`src/tlvi_defs.svh`:
```
// Purpose: constants for the two-level vectored interrupt unit
// Assumes: AXI4-Lite byte addresses, 32-bit data
// Notes: types live in tlvi_pkg
`ifndef TLVI_DEFS_SVH
`define TLVI_DEFS_SVH
`define TLVI_ADDR_ENABLE 8'ha8
`define TLVI_ADDR_PRIORITY 8'hb8
`define TLVI_ADDR_CTRL 8'hc0
`define TLVI_ADDR_FLAGS 8'hc4
`define TLVI_ADDR_STATUS 8'hc8
`define TLVI_RESP_OKAY 2'h0
`define TLVI_RESP_SLVERR 2'h2
`define TLVI_EN_GLOBAL 7
`define TLVI_VEC_BASE 16'h0003
`define TLVI_VEC_STEP 16'h0008
`define TLVI_F_EXT0 0
`define TLVI_F_TMR0 1
`define TLVI_F_EXT1 2
`define TLVI_F_TMR1 3
`define TLVI_F_RX 4
`define TLVI_F_TX 5
`define TLVI_F_T2OV 6
`define TLVI_F_T2EX 7
`endif

```
`src/tlvi_pkg.sv`:
```
// Purpose: types for the two-level vectored interrupt unit
// Assumes: used with tlvi_defs.svh
// Notes: state is one packed struct
package tlvi_pkg;
	// AXI4-Lite master to slave
	typedef struct packed {
		logic [7:0] awaddr;
		logic awvalid;
		logic [31:0] wdata;
		logic [3:0] wstrb;
		logic wvalid;
		logic bready;
		logic [7:0] araddr;
		logic arvalid;
		logic rready;
	} tlvi_axi_req_t;
	// AXI4-Lite slave to master
	typedef struct packed {
		logic awready;
		logic wready;
		logic bvalid;
		logic [1:0] bresp;
		logic arready;
		logic rvalid;
		logic [31:0] rdata;
		logic [1:0] rresp;
	} tlvi_axi_rsp_t;
	// Whole state of the unit
	typedef struct packed {
		tlvi_axi_rsp_t axi;
		logic [5:0] pri;
		logic [7:0] ena;
		logic [1:0] edge_sel;
		logic [7:0] flags;
		logic [5:0] samp;
		logic [1:0] pin_prev;
		logic [1:0] inprog;
		logic blk;
		logic call_valid;
		logic [15:0] call_vector;
	} tlvi_state_t;
endpackage

```
`src/tlvi_top.sv`:
```
// Purpose: two-priority-level vectored interrupt unit
// Assumes: mc_end pulses once per machine cycle at state 5 phase 2
// Notes: registers over AXI4-Lite; sequencer does the stack push
//
// Implementation choice: the AXI4-Lite register port.
`timescale 1ns/1ns
`include "tlvi_defs.svh"
module tlvi_top (
	// Clock and reset
	input wire logic aclk,
	input wire logic aresetn,
	// Register bus
	input wire tlvi_pkg::tlvi_axi_req_t axi_req,
	output tlvi_pkg::tlvi_axi_rsp_t axi_rsp,
	// Instruction sequencer
	input wire logic mc_end,
	input wire logic last_cycle,
	input wire logic return_from_isr_exec,
	output logic call_valid,
	output logic [15:0] call_vector,
	output logic [1:0] inprog,
	// Event sources
	input wire logic ext_irq0_pin,
	input wire logic ext_irq1_pin,
	input wire logic tmr0_ovf_set,
	input wire logic tmr1_ovf_set,
	input wire logic rx_done_set,
	input wire logic tx_done_set,
	input wire logic tmr2_ovf_set,
	input wire logic tmr2_ext_set,
	// Flag view for the peripherals
	output logic [7:0] flags
);
	import tlvi_pkg::*;

	tlvi_state_t st; // Registered state
	tlvi_state_t next_st; // Next state

	// Pick the first set request in fixed order
	function automatic logic [2:0] pick(input logic [5:0] req);
		logic [2:0] idx;
		idx = 3'h0;
		for (int i = 5; i >= 0; i--)
		begin
			if (req[i])
			begin
				idx = 3'(i);
			end
		end
		return idx;
	endfunction

	// Source view of the eight flags: serial and timer 2 are OR pairs
	function automatic logic [5:0] src_of(input logic [7:0] f);
		return {f[7] | f[6], f[5] | f[4], f[3:0]};
	endfunction

	// Word address a bus address points at; low two bits never select a register
	function automatic logic [7:0] word_addr(input logic [7:0] a);
		return {a[7:2], 2'h0};
	endfunction

	logic wr_go; // Write address and data taken this cycle
	logic [7:0] wr_addr; // Word address of the write
	logic rd_go; // Read address taken this cycle
	logic block; // Call is blocked this poll
	logic [5:0] req_en; // Enabled requests from last samples
	logic [5:0] req_hi; // Eligible high-level requests
	logic [5:0] req_lo; // Eligible low-level requests
	logic do_call; // Call issued at this poll
	logic [2:0] win; // Winning source index
	logic [7:0] set_ev; // Hardware set events
	logic [31:0] rd_val; // Read mux output
	logic rd_err; // Unmapped read

	// Bus decode and read mux
	always_comb
	begin
		wr_go = st.axi.awready;
		wr_addr = word_addr(axi_req.awaddr);
		rd_go = st.axi.arready;
		rd_err = 1'b0;
		rd_val = 32'h0;
		if (word_addr(axi_req.araddr) == `TLVI_ADDR_ENABLE)
			rd_val = {24'h0, st.ena};
		else if (word_addr(axi_req.araddr) == `TLVI_ADDR_PRIORITY)
			rd_val = {26'h0, st.pri};
		else if (word_addr(axi_req.araddr) == `TLVI_ADDR_CTRL)
			rd_val = {30'h0, st.edge_sel};
		else if (word_addr(axi_req.araddr) == `TLVI_ADDR_FLAGS)
			rd_val = {24'h0, st.flags};
		else if (word_addr(axi_req.araddr) == `TLVI_ADDR_STATUS)
			rd_val = {14'h0, st.inprog, st.call_vector};
		else
			rd_err = 1'b1;
	end

	// Poll: only last machine cycle's samples count, nothing is queued
	always_comb
	begin
		// Return or enable/priority write in this instruction blocks
		block = st.blk | return_from_isr_exec;
		if (wr_go && axi_req.wstrb[0] &&
			(wr_addr == `TLVI_ADDR_ENABLE || wr_addr == `TLVI_ADDR_PRIORITY))
			block = 1'b1;
		req_en = st.samp & st.ena[5:0] & {6{st.ena[`TLVI_EN_GLOBAL]}};
		// High level runs only if no high routine is active
		req_hi = st.inprog[1] ? 6'h0 : (req_en & st.pri);
		// Low level needs both levels idle
		req_lo = (st.inprog != 2'h0) ? 6'h0 : (req_en & ~st.pri);
		// Higher level first, order inside the level
		win = (req_hi != 6'h0) ? pick(req_hi) : pick(req_lo);
		do_call = mc_end && last_cycle && !block && (req_hi | req_lo) != 6'h0;
	end

	// Next state
	always_comb
	begin
		next_st = st;
		set_ev = {tmr2_ext_set, tmr2_ovf_set, tx_done_set, rx_done_set,
			tmr1_ovf_set, 1'b0, tmr0_ovf_set, 1'b0};
		// Write channel: take address and data together
		next_st.axi.awready = axi_req.awvalid && axi_req.wvalid && !st.axi.awready && !st.axi.bvalid;
		next_st.axi.wready = next_st.axi.awready;
		if (wr_go)
		begin
			next_st.axi.bvalid = 1'b1;
			next_st.axi.bresp = `TLVI_RESP_OKAY;
			if (wr_addr == `TLVI_ADDR_ENABLE)
			begin
				if (axi_req.wstrb[0])
					next_st.ena = axi_req.wdata[7:0];
			end
			else if (wr_addr == `TLVI_ADDR_PRIORITY)
			begin
				if (axi_req.wstrb[0])
					next_st.pri = axi_req.wdata[5:0];
			end
			else if (wr_addr == `TLVI_ADDR_CTRL)
			begin
				if (axi_req.wstrb[0])
					next_st.edge_sel = axi_req.wdata[1:0];
			end
			else if (wr_addr == `TLVI_ADDR_FLAGS)
			begin
				// Software sets or clears any flag like hardware would
				if (axi_req.wstrb[0])
					next_st.flags = axi_req.wdata[7:0];
			end
			else if (wr_addr != `TLVI_ADDR_STATUS)
				next_st.axi.bresp = `TLVI_RESP_SLVERR;
		end
		else if (st.axi.bvalid && axi_req.bready)
			next_st.axi.bvalid = 1'b0;
		// Read channel: one read at a time
		next_st.axi.arready = axi_req.arvalid && !st.axi.arready && !st.axi.rvalid;
		if (rd_go)
		begin
			next_st.axi.rvalid = 1'b1;
			next_st.axi.rdata = rd_val;
			next_st.axi.rresp = rd_err ? `TLVI_RESP_SLVERR : `TLVI_RESP_OKAY;
		end
		else if (st.axi.rvalid && axi_req.rready)
			next_st.axi.rvalid = 1'b0;
		// Blocking window closes at the end of the current instruction
		if (mc_end && last_cycle)
			next_st.blk = 1'b0;
		else if (block)
			next_st.blk = 1'b1;
		next_st.call_valid = 1'b0;
		if (do_call)
		begin
			// Counter push is the sequencer's; status word is not saved
			next_st.call_valid = 1'b1;
			next_st.call_vector = `TLVI_VEC_BASE + (`TLVI_VEC_STEP * {13'h0, win});
			if (req_hi != 6'h0)
				next_st.inprog[1] = 1'b1;
			else
				next_st.inprog[0] = 1'b1;
			// Timer 0/1 cleared, serial and timer 2 left for software
			if (win == 3'h1)
				next_st.flags[`TLVI_F_TMR0] = 1'b0;
			if (win == 3'h3)
				next_st.flags[`TLVI_F_TMR1] = 1'b0;
			// External flag cleared only when edge triggered
			if (win == 3'h0 && st.edge_sel[0])
				next_st.flags[`TLVI_F_EXT0] = 1'b0;
			if (win == 3'h2 && st.edge_sel[1])
				next_st.flags[`TLVI_F_EXT1] = 1'b0;
		end
		else if (mc_end && return_from_isr_exec)
		begin
			// Return drops the highest active level; plain return never reaches here
			if (st.inprog[1])
				next_st.inprog[1] = 1'b0;
			else
				next_st.inprog[0] = 1'b0;
		end
		// Hardware set wins over any clear in the same cycle
		next_st.flags = next_st.flags | set_ev;
		if (mc_end)
		begin
			// Pins: low level in level mode, high then low in edge mode
			next_st.pin_prev = {ext_irq1_pin, ext_irq0_pin};
			if (!st.edge_sel[0])
				next_st.flags[`TLVI_F_EXT0] = !ext_irq0_pin;
			else if (st.pin_prev[0] && !ext_irq0_pin)
				next_st.flags[`TLVI_F_EXT0] = 1'b1;
			if (!st.edge_sel[1])
				next_st.flags[`TLVI_F_EXT1] = !ext_irq1_pin;
			else if (st.pin_prev[1] && !ext_irq1_pin)
				next_st.flags[`TLVI_F_EXT1] = 1'b1;
			// Samples taken now are polled at the next machine cycle
			next_st.samp = src_of(st.flags);
		end
	end

	// State register
	always_ff @(posedge aclk)
	begin
		if (!aresetn)
		begin
			st <= '0;
			st.pin_prev <= 2'h3;
		end
		else
			st <= next_st;
	end

	// Outputs straight from the state flops
	assign axi_rsp = st.axi;
	assign call_valid = st.call_valid;
	assign call_vector = st.call_vector;
	assign inprog = st.inprog;
	assign flags = st.flags;
endmodule

```
`config.mk`:
```
export PLATFORM = sky130hd
export DESIGN_NAME = tlvi_top
export DESIGN_NICKNAME = d
export VERILOG_FILES = /design/src/tlvi_pkg.sv /design/src/tlvi_top.sv
export VERILOG_INCLUDE_DIRS = /design/src /design/src/src
export SDC_FILE = /design/constraint.sdc
export NUM_CORES = 1
export LEC_CHECK = 0
export ABC_AREA = 1
export BUFFER_PORTS_ARGS = -buffer_cell sky130_fd_sc_hd__buf_2
export CAP_MARGIN = 5
export CORE_MARGIN = 5
export CORE_UTILIZATION = 40
export CTS_BUF_LIST = sky130_fd_sc_hd__clkbuf_4 sky130_fd_sc_hd__clkbuf_8
export DETAILED_ROUTE_END_ITERATION = 16
export PLACE_DENSITY = 0.79
export SYNTH_ARGS = -nofsm -noshare
export SYNTH_HDL_FRONTEND = slang
export SYNTH_SLANG_ARGS = --single-unit
```
`constraint.sdc`:
```
create_clock -name aclk -period 1.4 [get_ports aclk]
set_input_delay 0.07 -clock aclk [delete_from_list [all_inputs] [get_ports aclk]]
set_output_delay 0.07 -clock aclk [all_outputs]
set_load 0.05 [all_outputs]
```
==> impl_metrics.toml <==
[floorplan]
die_w_um = 102
io_pins = 138
die-height_um = 102
initial_core_util = 0.409
die_area_um2 = 10300
rows = 33
core_region_area_um2 = 8220

[drt]
routed_via_density = 4.97
finalWirelength_mm = 9.91
first_pass_iters = 5
ant_nets = 0
wl_per_cell_um = 14.4
drc = 0
num_vias = 3412
drt_iter0_drc = 272

[critical_path]
crit_path_start_kind = "register"
cp.required_ns = 1.61
cp_max_fo = 6
worstPathArrival_ns = 1.83
endpoint_kind = "register"
critPathKind = "register to register"

[placement]
place_congestion = 0.993
port_buffers = 71
dp_hpwl_mm = 7.65
postPlaceCellArea_um2 = 3850

[timing]
min_period_over_period = 1.15
setup_viol = 11
worst_slack_ns = -0.215
fmax_mhz = 619
post-route-min-period_ns = 1.62
rsz0062_at_grt = "yes"
final.setup_skew_ns = 0.0144
report.final.slew_viol_count = 0
finalHoldViolCount = 0

[finish]
nFillCells = 794
finalInstanceArea_um2 = 4240
diodes = 0
nNetsFinal = 652
drive_gt1_frac = 0.361
post-route-util = 0.516
synthToLayoutAreaGrowth_pct = 26.3

[clock_network]
clock_latency_ns = 0.32
clk_pin_slew_ns = 0.10
h-tree-depth = 2
cts_buffer_depth = 2
cts_tree = "done"
numCtsBuffers = 5
cts-root-buf = "clkbuf_8"
clock-sinks = 56

[pwr]
p_leak_uw = 0.00212
ir_worst_vdd_mv = 0.433
power.density_nw_per_um2 = 753
finalPower_uw = 3200

[synth]
post_synth.cell_area_avg_um2 = 7.03
synth_top_flop_cell = "dfxtp_1"
synth_edf_count = 0
yosysWarnings = 0
ys_seq_elements = 56
syn_inst = 478
ys_types = 36
ys_seq_area_frac = 0.334
syn_area_um2 = 3360
ys_async_sr_fraction = 0

[outcome]
outcome = "complete, but fails checks"
violations = "negative setup slack"

[global_routing]
antenna_found_initial = 0
grt-ovfl-total = 0
grt_first_pass_wirelength_mm = 15.4
globalRouteTotalUtil = 0.188
grt_max_degree = 38
grt_pass1_vias = 3195

[flow_run]
maxCapViolCount = 0

[hold_path]
hold_path.class = "input port to register"
stage by stage:
| step | cells | setup WS [ns] | hold slack (ns) | setup TNS, ns |
|---|---|---|---|---|
| after CTS | 682 | -0.205 | 0.00588 | -1.19 |
| after global placement | 663 | -0.183 | 0.265 | -1.08 |
| after global routing | 687 | -0.306 | 0.0206 | -2.91 |
| final | 687 | -0.215 | 0.0136 | -1.86 |
| after floorplan | 512 | -0.0345 | 0.174 | -0.0345 |
| after detailed placement | 663 | -0.247 | 0.281 | -1.51 |
sequential cells by signal, indices dropped and copies added, names as in the netlist:
register and flops:
st 25, axi_rsp 15, flags 8, call_vector 4, inprog 2, call_valid 1
rd_go 1
critical path: stages (launching register included):
cell,delay [ns]
dfxtp_2,0.37
buf_6,0.13
inv_8,0.05
nor2_4,0.15
nand3_2,0.10
nand2_1,0.07
nor2_1,0.04
nand3_2,0.10
nand2_4,0.10
nor2_4,0.18
nand3_2,0.10
nand2_2,0.07
a21oi_1,0.05
Yosys cell counts (2+ instances only):
library cell   n  area [µm²]
a21oi_1       40         200
buf_4         68         510
clkbuf_1       9        33.8
dfxtp_1       56        1120
inv_1         42         158
inv_2          2        7.51
nand2_1       70         263
nand2_2        4        25.0
nand2_4        7        78.8
nand3_1       31         155
nand4_1        4        25.0
nor2_1        55         206
nor2_2         7        43.8
nor2_4         7        78.8
nor3_1         6        30.0
o211ai_1       3        22.5
o21ai_0       42         210
o221ai_1       2        17.5
o22ai_1        3        18.8
o31ai_1        4        30.0
path summary, 6_finish.rpt:
kind                                    from          end  slack, ns  depth (start not counted)
worst min register to register   axi_rsp[38]  axi_rsp[39]       0.45                          1
worst max-delay path                  st[45]     flags[3]      -0.22                         12
worst min-delay path            tmr2_ovf_set     flags[6]       0.01                          5
worst max register to register        st[45]     flags[3]      -0.22                         12
power by group:
group	total (µW)	switching, µW	leakage (µW)	internal (µW)
combinational	624	480	0.00161	143
clock	898	527	0.0000451	371
sequential	1670	39.3	0.000460	1640
placed cells by master (no fill, tap or decap), types with 2 or more instances in the layout:
master	netlist	layout
nand2_2	4	10
a21oi_2	1	5
o211ai_1	3	3
nor2_2	7	9
dfxtp_1	56	49
conb_1	1	35
nor3_1	6	5
nor2_4	7	11
clkbuf_8	0	5
buf_4	68	55
o21ai_0	42	39
inv_2	2	5
o221ai_1	2	2
nand3_2	1	9
inv_1	42	39
nand3_1	31	20
nor2_1	55	49
dlygate4sd3_1	0	9
buf_6	1	7
nand2_1	70	64
dfxtp_2	0	6
nand2_4	7	7
o31ai_1	4	4
buf_2	1	71
nand4_1	4	4
nand3_4	0	3
a21oi_1	40	36
o22ai_1	3	3
o21ai_1	1	4
per-layer routing:
layer  share of wire  vias to the layer above  track usage
li1                -                     1660            -
met1            0.42                     1532        0.250
met2            0.46                      194        0.319
met3            0.10                       26       0.0344
met4           0.019                        0       0.0399
met5               0                        -            0
area by class of cell:
class	count	area (µm²)	area share
Inverter	46	180	0.0425
Sequential cell	56	1130	0.267
Tap cell	105	131	0.0310
Clock buffer	6	76.3	0.0180
Timing Repair Buffer	142	937	0.221
Multi-Input combinational cell	331	1780	0.419
Clock inverter	1	8.76	0.00206
kinds of logic (layout without fill, tap and decap cells):
group | after synthesis | in the layout | synth area share
other | 1 | 35 | 0.00112
AOI/OAI and AO/OA | 100 | 100 | 0.165
DFF | 56 | 56 | 0.334
and+or+nand+nor | 196 | 196 | 0.281
buffers and inverters | 125 | 195 | 0.219
what timing repair did:
action	CTS	global route
gates resized for setup	30	17
hold buffers	9	0
setup buffers	3	5
pin swaps	7	8
cloned	0	0
endpoints found under the hold margin	8	0
endpoints found under the setup margin	11	15
Note: power is estimated with default switching activity, not from simulation.
